## config.mk

```make
export PLATFORM = sky130hd
export DESIGN_NAME = adc_control_registers
export DESIGN_NICKNAME = d
export VERILOG_FILES = /design/src/core/adc_pkg.sv /design/src/core/adc_clock_divider.sv /design/src/core/adc_channel_router.sv /design/src/core/adc_control_registers.sv
export SDC_FILE = /design/constraint.sdc
export NUM_CORES = 1
export LEC_CHECK = 0
export BUFFER_PORTS_ARGS = -buffer_cell sky130_fd_sc_hd__buf_2
export CAP_MARGIN = 10
export CORE_MARGIN = 1
export CORE_UTILIZATION = 46
export DETAILED_ROUTE_END_ITERATION = 8
export PLACE_DENSITY = 0.8
export SLEW_MARGIN = 15
export SYNTH_ARGS = -nofsm -noshare
export SYNTH_HDL_FRONTEND = slang
export SYNTH_SLANG_ARGS = --single-unit
```

## constraint.sdc

```tcl
create_clock -name clk_i -period 2.2 [get_ports clk_i]
set_input_delay 0.44 -clock clk_i [delete_from_list [all_inputs] [get_ports clk_i]]
set_output_delay 0.44 -clock clk_i [all_outputs]
set_load 0.1 [all_outputs]
```

## src/core/adc_pkg.sv

```systemverilog
package adc_pkg;
    // word offsets of the byte registers on the 32-bit bus
    localparam int         ADDR_W           = 8;
    localparam logic [7:0] OFS_RESULT_LOW   = 8'h00;
    localparam logic [7:0] OFS_RESULT_HIGH  = 8'h04;
    localparam logic [7:0] OFS_CONTROL_ZERO = 8'h08;
    localparam logic [7:0] OFS_CONTROL_ONE  = 8'h0C;
    localparam logic [7:0] OFS_PIN_ENABLE   = 8'h10;

    // control zero fields
    localparam int CR0_START_BIT   = 7;
    localparam int CR0_BUSY_BIT    = 6;
    localparam int CR0_PD_BIT      = 5;
    localparam int CR0_JUSTIFY_BIT = 4;
    localparam int CR0_CHAN_LSB    = 0;

    // control one fields
    localparam int CR1_BGSEL_BIT = 7;
    localparam int CR1_BGEN_BIT  = 6;
    localparam int CR1_REF_BIT   = 4;
    localparam int CR1_DIV_LSB   = 0;

    // reset values
    localparam logic [7:0] CR0_RESET     = 8'h60;
    localparam logic [7:0] CR1_RESET     = 8'h00;
    localparam logic [7:0] PIN_EN_RESET  = 8'hFF;

    // widths and source numbering
    localparam int RESULT_W    = 12;
    localparam int CHAN_W      = 4;
    localparam int DIV_W       = 3;
    localparam int DIV_CNT_W   = 6;
    localparam int NUM_PINS    = 8;
    localparam int NUM_SOURCES = 10;
    localparam int SRC_AMP     = 8;
    localparam int SRC_BANDGAP = 9;

    localparam logic [DIV_W-1:0] DIV_CODE_UNDEF = 3'h7;
endpackage

```

## src/core/adc_clock_divider.sv

```systemverilog
`timescale 1ns/100ps
module adc_clock_divider
    import adc_pkg::*;
#(
    parameter int CODE_W = DIV_W,
    parameter int CNT_W  = DIV_CNT_W
) (
    // clock and reset
    input  wire logic              clk_i,
    input  wire logic              rst_i,
    // control
    input  wire logic              run_i,
    input  wire logic [CODE_W-1:0] code_i,
    // conversion clock enable
    output logic                   tick_o
);
    logic [CNT_W-1:0] cnt_reg;
    logic [CNT_W-1:0] cnt_next;
    logic [3:0]       shift_amt;
    logic [CNT_W-1:0] mask;

    // code n gives one tick every 2**n system clocks
    assign shift_amt = 4'(CNT_W) - 4'(code_i);
    assign mask      = {CNT_W{1'b1}} >> shift_amt;
    // the undefined code simply stops the conversion clock
    assign tick_o    = run_i && (code_i != DIV_CODE_UNDEF) && ((cnt_reg & mask) == mask);
    assign cnt_next  = run_i ? cnt_reg + 1'b1 : '0;

    always_ff @(posedge clk_i) begin
        if (rst_i) begin
            cnt_reg <= '0;
        end else begin
            cnt_reg <= cnt_next;
        end
    end
endmodule

```

## src/core/adc_channel_router.sv

```systemverilog
`timescale 1ns/100ps
module adc_channel_router
    import adc_pkg::*;
(
    // clock and reset
    input  wire logic                   clk_i,
    input  wire logic                   rst_i,
    // selection
    input  wire logic                   bandgap_sel_i,
    input  wire logic [CHAN_W-1:0]      code_i,
    // one-hot source select towards the analog mux
    output logic [NUM_SOURCES-1:0]      sel_o
);
    logic [NUM_SOURCES-1:0] sel_next;

    assign sel_next = bandgap_sel_i ? NUM_SOURCES'(1) << SRC_BANDGAP
                    : code_i[CHAN_W-1] ? NUM_SOURCES'(1) << SRC_AMP
                    : NUM_SOURCES'(1) << code_i[CHAN_W-2:0];

    always_ff @(posedge clk_i) begin
        if (rst_i) begin
            sel_o <= NUM_SOURCES'(1);
        end else begin
            sel_o <= sel_next;
        end
    end
endmodule

```

## src/core/adc_control_registers.sv

```systemverilog
`timescale 1ns/100ps
// Notes on behaviour
// - result is twelve bits over two bytes
// - justify clear: left aligned, low nibble zero
// - justify set: right aligned, high nibble zero
// - unused result bits read zero
// - start high then low launches conversion unless power down is set
// - start high resets converter, busy forced one
// - busy reads conversion state, writes ignored
// - end clears busy and raises interrupt request
// - power down bit switches converter off, resets one
// - channel codes 0 to 7 pick pins
// - channel top bit picks amplifier output
// - bandgap select overrides all other inputs
// - bandgap off when unused and supervisors off
// - reference select: supply or external pin
// - clock field divides by 1 to 64
// - pin enable makes pin analog, removes digital
// - analog pin loses its pull-high
// - control one bits 5 and 3 read zero
module adc_control_registers
    import adc_pkg::*;
(
    // clock and reset
    input  wire logic                   clk_i,
    input  wire logic                   rst_i,
    // wishbone slave
    input  wire logic                   wb_cyc_i,
    input  wire logic                   wb_stb_i,
    input  wire logic                   wb_we_i,
    input  wire logic [ADDR_W-1:0]      wb_adr_i,
    input  wire logic [3:0]             wb_sel_i,
    input  wire logic [31:0]            wb_dat_i,
    output logic [31:0]                 wb_dat_o,
    output logic                        wb_ack_o,
    // analog converter core
    output logic                        conv_reset_o,
    output logic                        conv_start_o,
    output logic                        conv_clk_en_o,
    output logic                        conv_power_down_o,
    output logic                        conv_ref_external_o,
    output logic [NUM_SOURCES-1:0]      conv_channel_sel_o,
    input  wire logic [RESULT_W-1:0]    conv_data_i,
    input  wire logic                   conv_done_i,
    // bandgap and supervisors
    input  wire logic                   lvr_enable_i,
    input  wire logic                   lvd_enable_i,
    output logic                        bandgap_on_o,
    // request to the interrupt controller
    output logic                        adc_irq_o,
    // port pins
    input  wire logic [NUM_PINS-1:0]    pad_in_i,
    output logic [NUM_PINS-1:0]         port_in_o,
    input  wire logic [NUM_PINS-1:0]    port_oe_i,
    output logic [NUM_PINS-1:0]         pad_oe_o,
    input  wire logic [NUM_PINS-1:0]    pullhigh_req_i,
    output logic [NUM_PINS-1:0]         pullhigh_en_o,
    output logic [NUM_PINS-1:0]         analog_pin_enable_o
);
    function automatic logic reg_hit(input logic [ADDR_W-1:0] adr, input logic [7:0] ofs);
        reg_hit = (adr[ADDR_W-1:2] == ofs[ADDR_W-1:2]);
    endfunction

    // bus side
    logic                 ack_reg;
    logic [31:0]          rdata_reg;
    logic                 req;
    logic                 wr_en;
    logic                 byte0_wr;
    logic                 hit_low;
    logic                 hit_high;
    logic                 hit_cr0;
    logic                 hit_cr1;
    logic                 hit_pin;
    logic [7:0]           wbyte;
    logic [7:0]           rd_byte;

    // control state
    logic                 start_reg;
    logic                 start_next;
    logic                 busy_reg;
    logic                 busy_next;
    logic                 pd_reg;
    logic                 justify_reg;
    logic [CHAN_W-1:0]    chan_reg;
    logic                 bg_sel_reg;
    logic                 bg_en_reg;
    logic                 ref_reg;
    logic [DIV_W-1:0]     div_reg;
    logic [NUM_PINS-1:0]  pin_en_reg;
    logic [7:0]           cr0_view;
    logic [7:0]           cr1_view;

    // conversion sequencing
    logic                 launch;
    logic                 capture;
    logic                 conv_start_reg;
    logic                 active_reg;
    logic                 pending_reg;
    logic                 irq_reg;
    logic [RESULT_W-1:0]  result_reg;
    logic [7:0]           res_low_byte;
    logic [7:0]           res_high_byte;

    // pad synchroniser
    logic [NUM_PINS-1:0]  pad_meta_reg;
    logic [NUM_PINS-1:0]  pad_sync_reg;

    // --------------------------------------------------------------- bus decode
    assign req      = wb_cyc_i && wb_stb_i;
    // a write lands on the edge at which the master sees ack
    assign wr_en    = req && wb_we_i && ack_reg;
    assign byte0_wr = wr_en && wb_sel_i[0];
    assign wbyte    = wb_dat_i[7:0];
    assign hit_low  = reg_hit(wb_adr_i, OFS_RESULT_LOW);
    assign hit_high = reg_hit(wb_adr_i, OFS_RESULT_HIGH);
    assign hit_cr0  = reg_hit(wb_adr_i, OFS_CONTROL_ZERO);
    assign hit_cr1  = reg_hit(wb_adr_i, OFS_CONTROL_ONE);
    assign hit_pin  = reg_hit(wb_adr_i, OFS_PIN_ENABLE);

    // --------------------------------------------------------------- result views
    assign res_low_byte  = justify_reg ? result_reg[7:0]
                                       : {result_reg[3:0], 4'h0};
    assign res_high_byte = justify_reg ? {4'h0, result_reg[11:8]}
                                       : result_reg[11:4];

    assign cr0_view = {start_reg, busy_reg, pd_reg, justify_reg, chan_reg};
    assign cr1_view = {bg_sel_reg, bg_en_reg, 1'b0, ref_reg, 1'b0, div_reg};

    // unmapped addresses answer with zero
    assign rd_byte = hit_low  ? res_low_byte  :
                     hit_high ? res_high_byte :
                     hit_cr0  ? cr0_view      :
                     hit_cr1  ? cr1_view      :
                     hit_pin  ? pin_en_reg    : 8'h00;

    always_ff @(posedge clk_i) begin
        if (rst_i) begin
            ack_reg   <= 1'b0;
            rdata_reg <= 32'h0000_0000;
        end else begin
            ack_reg   <= req && !ack_reg;
            rdata_reg <= {24'h00_0000, rd_byte};
        end
    end

    assign wb_ack_o = ack_reg;
    assign wb_dat_o = rdata_reg;

    // --------------------------------------------------------------- control registers
    // start only falls through a software write; the fall is the launch unless pd_reg is set
    assign start_next = (byte0_wr && hit_cr0) ? wbyte[CR0_START_BIT] : start_reg;
    assign launch     = start_reg && !start_next && !pd_reg;
    assign capture    = conv_done_i && active_reg && !start_reg;

    // busy has no write path; it follows start and the end of conversion
    always_comb begin
        busy_next = busy_reg;
        if (start_next) begin
            busy_next = 1'b1;
        end else if (pending_reg) begin
            busy_next = 1'b0;
        end
    end

    always_ff @(posedge clk_i) begin
        if (rst_i) begin
            start_reg   <= CR0_RESET[CR0_START_BIT];
            busy_reg    <= CR0_RESET[CR0_BUSY_BIT];
            pd_reg      <= CR0_RESET[CR0_PD_BIT];
            justify_reg <= CR0_RESET[CR0_JUSTIFY_BIT];
            chan_reg    <= CR0_RESET[CR0_CHAN_LSB +: CHAN_W];
        end else begin
            start_reg <= start_next;
            busy_reg  <= busy_next;
            if (byte0_wr && hit_cr0) begin
                pd_reg      <= wbyte[CR0_PD_BIT];
                justify_reg <= wbyte[CR0_JUSTIFY_BIT];
                chan_reg    <= wbyte[CR0_CHAN_LSB +: CHAN_W];
            end
        end
    end

    always_ff @(posedge clk_i) begin
        if (rst_i) begin
            bg_sel_reg <= CR1_RESET[CR1_BGSEL_BIT];
            bg_en_reg  <= CR1_RESET[CR1_BGEN_BIT];
            ref_reg    <= CR1_RESET[CR1_REF_BIT];
            div_reg    <= CR1_RESET[CR1_DIV_LSB +: DIV_W];
            pin_en_reg <= PIN_EN_RESET;
        end else begin
            if (byte0_wr && hit_cr1) begin
                bg_sel_reg <= wbyte[CR1_BGSEL_BIT];
                bg_en_reg  <= wbyte[CR1_BGEN_BIT];
                ref_reg    <= wbyte[CR1_REF_BIT];
                div_reg    <= wbyte[CR1_DIV_LSB +: DIV_W];
            end
            if (byte0_wr && hit_pin) begin
                pin_en_reg <= wbyte;
            end
        end
    end

    // --------------------------------------------------------------- conversion
    // result lands one edge before busy drops, so a poller never sees a stale pair
    always_ff @(posedge clk_i) begin
        if (rst_i) begin
            conv_start_reg <= 1'b0;
            active_reg     <= 1'b0;
            pending_reg    <= 1'b0;
            irq_reg        <= 1'b0;
            result_reg     <= '0;
        end else begin
            conv_start_reg <= launch;
            irq_reg        <= pending_reg && !start_next;
            if (start_next || pd_reg) begin
                active_reg <= 1'b0;
            end else if (launch) begin
                active_reg <= 1'b1;
            end else if (capture) begin
                active_reg <= 1'b0;
            end
            pending_reg <= capture && !start_next;
            if (capture) begin
                result_reg <= conv_data_i;
            end
        end
    end

    assign conv_start_o        = conv_start_reg;
    assign conv_reset_o        = start_reg;
    assign conv_power_down_o   = pd_reg;
    assign conv_ref_external_o = ref_reg;
    assign adc_irq_o           = irq_reg;
    // the supervisors share the reference, so it stays up for them
    assign bandgap_on_o = (bg_en_reg && bg_sel_reg) || lvr_enable_i || lvd_enable_i;

    adc_clock_divider i_adc_clock_divider (
        .clk_i  (clk_i),
        .rst_i  (rst_i),
        .run_i  (!pd_reg && !start_reg),
        .code_i (div_reg),
        .tick_o (conv_clk_en_o)
    );

    adc_channel_router i_adc_channel_router (
        .clk_i         (clk_i),
        .rst_i         (rst_i),
        .bandgap_sel_i (bg_sel_reg),
        .code_i        (chan_reg),
        .sel_o         (conv_channel_sel_o)
    );

    // --------------------------------------------------------------- port pins
    always_ff @(posedge clk_i) begin
        if (rst_i) begin
            pad_meta_reg <= '0;
            pad_sync_reg <= '0;
        end else begin
            pad_meta_reg <= pad_in_i;
            pad_sync_reg <= pad_meta_reg;
        end
    end

    genvar gi;
    generate
        for (gi = 0; gi < NUM_PINS; gi = gi + 1) begin : g_pin
            assign port_in_o[gi]     = pad_sync_reg[gi] && !pin_en_reg[gi];
            assign pad_oe_o[gi]      = port_oe_i[gi] && !pin_en_reg[gi];
            assign pullhigh_en_o[gi] = pullhigh_req_i[gi] && !pin_en_reg[gi];
        end
    endgenerate

    assign analog_pin_enable_o = pin_en_reg;
endmodule

```

# [Word level (Yosys, flattened, before mapping)]
# Index checks and enable logic that the tools add are counted.
[word_totals] in_bits=88 output_inout_bits=82 regBits=103 word_cells=112
[classes] shifts=2 n_eq_ne=6 add_sub_neg=2 reduce_logical=64 bitwise=2 muxes=12
[op_table] operator="$mux W8" count=7
[op_table] operator="$logic_and A1 B1 Y1" count=42
[op_table] operator="$mux W10" count=2
[op_table] operator="$eq A6 B2 Y1 const B" count=2
[op_table] operator="$logic_not A1 Y1" count=12
[op_table] operator="$shl A1 B3 Y10 const A" count=1
[op_table] operator="$reduce_or A2 Y1" count=4
[op_table] operator="$add A6 B1 Y6 const B" count=1
[op_table] operator="$and A6 B6 Y6" count=1
[op_table] operator="$eq A6 B1 Y1 const B" count=1
[op_table] operator="$eq A6 B3 Y1 const B" count=1
[op_table] operator="$eq A6 B6 Y1" count=1
[op_table] operator="$logic_not A6 Y1" count=1
[op_table] operator="$shr A6 B4 Y6 const A" count=1
[op_table] operator="$sub A3 B3 Y4 const A" count=1
[op_table] operator="$logic_or A1 B1 Y1" count=3
[op_table] operator="$mux W1" count=3
[op_table] operator="$ne A3 B3 Y1 const B" count=1
[op_table] operator="$reduce_or A3 Y1" count=1
[op_table] operator="$reduce_bool A2 Y1" count=1
[op_table] operator="$not A1 Y1" count=1

# [Logic depth before layout (Yosys ltp)]
[depth] word_depth=10 mapped_depth=6 ltp_nobuf=6

# [Modules after synthesis]
# Synthesis repeated with hierarchy kept, for this count alone.
[hier_totals] hier_cells=385 area_unflattened_um2=3543.4
[by_module_without_submodules] mod="adc_control_registers" cells_per_inst=320 area_each_um2=2901.5 n_inst=1 seq_area_each_um2=1261.2
[by_module_without_submodules] mod="adc_clock_divider" cells_per_inst=38 area_each_um2=337.8 n_inst=1 seq_area_each_um2=120.1
[by_module_without_submodules] mod="adc_channel_router" cells_per_inst=27 area_each_um2=304.0 n_inst=1 seq_area_each_um2=200.2

# [Worst setup path before layout]
# Ideal clock, no wire load.
[synth_path] path_type="reg2out" start="register div_reg[0]" end="output conv_clk_en_o" path_buffers=0 stages_incl_launch_ff=7 path_slack_ns=-1.410 arrival_time_ns=3.170 required_ns=1.760 path_cell_list="dfxtp_1 ha_1 ha_1 inv_1 o21ai_0 a221o_1 a2111oi_2"
[synth_via] elab_chain_len=5 word_cells_on_any_way=7 classes_between="1 x add/sub; 2 x eq/ne; 1 x shift; 1 x bitwise; 2 x reduce/logical"
[synth_lines] element="start, declared" line_no="adc_control_registers.sv:89" source="logic [DIV_W-1:0] div_reg;"
[synth_lines] element="start signal, assigned" line_no="adc_control_registers.sv:189" source="div_reg <= CR1_RESET[CR1_DIV_LSB +: DIV_W];"
[synth_lines] element="start signal, assigned" line_no="adc_control_registers.sv:196" source="div_reg <= wbyte[CR1_DIV_LSB +: DIV_W];"
[synth_lines] element="$sub A3 B3 Y4" line_no="adc_clock_divider.sv:23" source="assign shift_amt = 4'(CNT_W) - 4'(code_i);"
[synth_lines] element="$shr A6 B4 Y6" line_no="adc_clock_divider.sv:24" source="assign mask = {CNT_W{1'b1}} >> shift_amt;"
[synth_lines] element="$and A6 B6 Y6" line_no="adc_clock_divider.sv:26" source="assign tick_o = run_i && (code_i != DIV_CODE_UNDEF) && ((cnt_reg & mask) == mask);"
[synth_lines] element="$eq A6 B6 Y1" line_no="adc_clock_divider.sv:26"
[synth_lines] element="$logic_and A1 B1 Y1 *" line_no="adc_clock_divider.sv:26"
[synth_lines] element="end, declared" line_no="adc_control_registers.sv:39" source="output logic conv_clk_en_o,"
# Every way passes the cells marked *; elsewhere a longest branch is shown, timed or not.

# [Worst setup path in the final report]
# Same ends and word-level chain as after synthesis.

==> summary.txt <==
Route
  • Avg Vias per Cell: ~4.9
  • Vias: 2969
  • DR DRC count: 0
  • Initial DRC count: between 100 and 150
  • Pre-antenna DRT Iters: 4
  • Drt wl/cell: between 10 and 15 um
  • Total Wirelength: 8040 um
  • Remaining antenna violation count: 0

Layout
  • Core Util, Final: 0.605
  • Proportion of layout cells with a drive suffix above 1: 0.366
  • Largest register FFs: 12
  • Fin nets: around 600
  • Layout Area Growth over Synthesis: 26.4%
  • N_diodes: 0

Critical path
  • Worst EP required: between 1.5 and 2 ns
  • Top cell by count, worst path: ha_4
  • Slowest cell on crit path: a2111oi_4
  • Crit start category: flip-flop
  • Worst Setup Path Type: reg -> out
  • Flop2flop setup slack: ~0.67 ns
  • Crit path cell chain: ha_4 > ha_4 > nand2b_1 > a21oi_2 > a221o_1 > a2111oi_4 > buf_12
  • Critical path capture point type: output pin
  • Largest fanout on the critical path: 3
  • WP data arrival: about 2.2 ns
  • Crit-path max cell delay: ~0.38 ns

Pwr
  • VDD IR max: approximately 400 uV
  • Int Pwr: approximately 2100 uW
  • Leakage: ~0.0020 uW
  • Switch share: 0.271
  • P_sw: between 700 and 800 uW
  • Share of total power in the clock network: 0.380
  • Logic pwr share: 0.125
  • Register share of total power: 0.494
  • Power density cells: between 600 and 700 nW/um^2

Logic synthesis
  • Netlist Area Pre-Place: about 3500 um^2
  • Post-synth EDFFs: 0
  • Seq/Total Area, Yosys: 0.451
  • Most frequent cell after synthesis: dfxtp_1
  • Synth cell types: 51
  • Avg Cell Area, Syn: ~9.2 um^2
  • Yosys reg bits: about 80
  • Share of the synthesized area in the top cell type: 0.451
  • Top cells by area, synth: dfxtp_1 45%, nor2b_1 9.3%, mux2i_1 6.0%
  • Gate Count Post-Synth: approximately 380
  • Area leader, netlist: dfxtp_1
  • Commonest cells in the netlist: 79 x dfxtp_1, 55 x nand2_1, 52 x nor2b_1
  • Synth Flop Type: dfxtp_1
  • Synth Warn #: 0
  • Synth async-reset ratio: 0

CTS
  • Root Driver: clkbuf_8
  • Reg clk slew, reported paths: about 0.070 ns
  • Hold_buf cts: 0
  • Sink Count: 79
  • Insertion delay to the later sink of the worst-skew pair: 0.35 ns
  • CTS tree: yes
  • Num CTS Buffers: 9
  • Maximum level of the CTS H-tree: 3
  • CTS max path bufs: 2

Floorplan
  • FP Rows: 31
  • Initial Utilization: 0.479
  • CORE AREA: ~7300 um^2
  • Die extent in x: ~89 um
  • Boundary Pins: 170
  • DIE HEIGHT: 89.3 um
  • Die area: 7980 um^2

STA
  • Skew final: around 0.0053 ns
  • RSZ-0062 raised after global routing: true
  • Worst-Margin Slew: 0.543 ns
  • # setup viols final: 1
  • Min Tclk post-route: approximately 2.6 ns
  • Final hold viol count: 0
  • Post-layout worst setup margin: -0.405 ns
  • TNS Setup: -0.405 ns
  • Max-slew headroom: 0.637
  • Final slew viol count: 0
  • FMAX: approximately 380 MHz
  • Final worst path period share: 1.18

Global route
  • Number of global-route vias before repair: about 2700
  • Initial antenna violation count: 0
  • Overflow after GRT: 0
  • First-pass GRT wire length: approximately 13000 um
  • Largest net degree at the start of global routing: 35
  • Total global-route track usage: 0.212

Job
  • MaxCap Viol Count: 0

Worst hold path
  • Hold Path Class: in -> reg

Placed design
  • Routability congestion estimate: around 0.86
  • PortBufs: ~120
  • HPWL Detailed: around 6300 um

Run status
  • Status: complete, but fails checks
  • Failing checks: setup timing
[per-stage QoR]
stage | setup WS [ns] | total power (uW) | instance area (um^2) | hold WS (ns) | cells
finish | -0.405 | 2930 | 4430 | 0.291 | 605
global route | -0.469 | 3030 | 4430 | 0.288 | 605
CTS | -0.430 | 2950 | 4430 | 0.276 | 605
detailed placement | -0.0775 | 1850 | 4220 | 0.427 | 589
global placement | -0.0476 | 1840 | 4220 | 0.418 | 589
floorplan | -0.625 | 1800 | 3700 | 0.414 | 405
[critical path, delay by kind of cell (launching register included)]
kind / cells / cell delay [ns]
and+or+nand+nor: 1 / 0.10
AOI/OAI and AO/OA: 3 / 0.74
adders and majority gates: 2 / 0.40
buffers and inverters: 1 / 0.22
DFF: 1 / 0.35
[per-layer routing]
layer	GRT usage	share of wire	vias to the layer above
met5	0	0	-
met4	0.0952	0.022	0
met3	0.0563	0.053	16
met2	0.357	0.50	84
met1	0.253	0.42	1389
li1	-	-	1480
[kinds of logic (layout without fill, tap and decap cells)]
kind of cell | after synthesis | count (layout) | synth area share
AND/OR/NAND/NOR | 165 | 165 | 0.259
flip-flops | 79 | 79 | 0.451
AO/OA/AOI/OAI | 55 | 55 | 0.106
buffers and inverters | 50 | 151 | 0.0874
multiplexers | 23 | 23 | 0.0674
adder cells (fa/ha/maj) | 5 | 5 | 0.0178
XOR/XNOR | 4 | 4 | 0.00999
other | 1 | 24 | 0.00107
[layout make-up]
cell class,count,area [um^2]
clock buffer,13,169
clock inverter,3,40.0
fill,642,2900
inverter,12,45.0
multi-input combinational,276,1810
sequential,79,1590
tap,99,124
timing repair buffer,123,661
[power groups by stage]
stage	clock, uW	sequential (uW)	combinational, uW
floorplan	0	1510	296
global placement	0	1480	362
detailed placement	0	1480	366
CTS	1130	1450	367
global route	1200	1450	385
finish	1110	1450	367
[timing repair]
item,in CTS,in global routing
setup endpoints to repair,1,1
hold endpoints to repair,0,0
resized for setup,0,1
buffers inserted,0,0
pin swaps,2,0
[path summary, 6_finish.rpt]
kind | cells after the start | from | to
setup / recovery | 7 | div_reg[0] | conv_clk_en_o
hold / removal | 2 | pad_in_i[3] | pad_meta_reg[3]
setup reg to reg | 4 | justify_reg | wb_dat_o[5]
hold reg to reg | 1 | pad_meta_reg[0] | pad_sync_reg[0]
[cell usage in the layout, fill, tap and decap left out, types with 3 or more instances in the layout]
cell | netlist | layout
o22ai_1 | 6 | 6
nand2_1 | 55 | 55
clkbuf_8 | 0 | 12
nor3_2 | 3 | 3
buf_4 | 26 | 6
nor3_1 | 6 | 6
a32o_1 | 5 | 5
nor2b_1 | 52 | 28
mux2i_1 | 21 | 21
o211ai_1 | 3 | 3
inv_1 | 11 | 10
a211oi_1 | 7 | 7
nand2b_1 | 4 | 4
dfxtp_1 | 79 | 77
buf_2 | 5 | 115
conb_1 | 1 | 24
nor2b_2 | 0 | 24
a22oi_1 | 6 | 6
a21oi_1 | 19 | 18
nor2_1 | 20 | 20
nand3_1 | 4 | 4
ha_1 | 5 | 3
No activity file was read; power rests on OpenSTA's default activity.
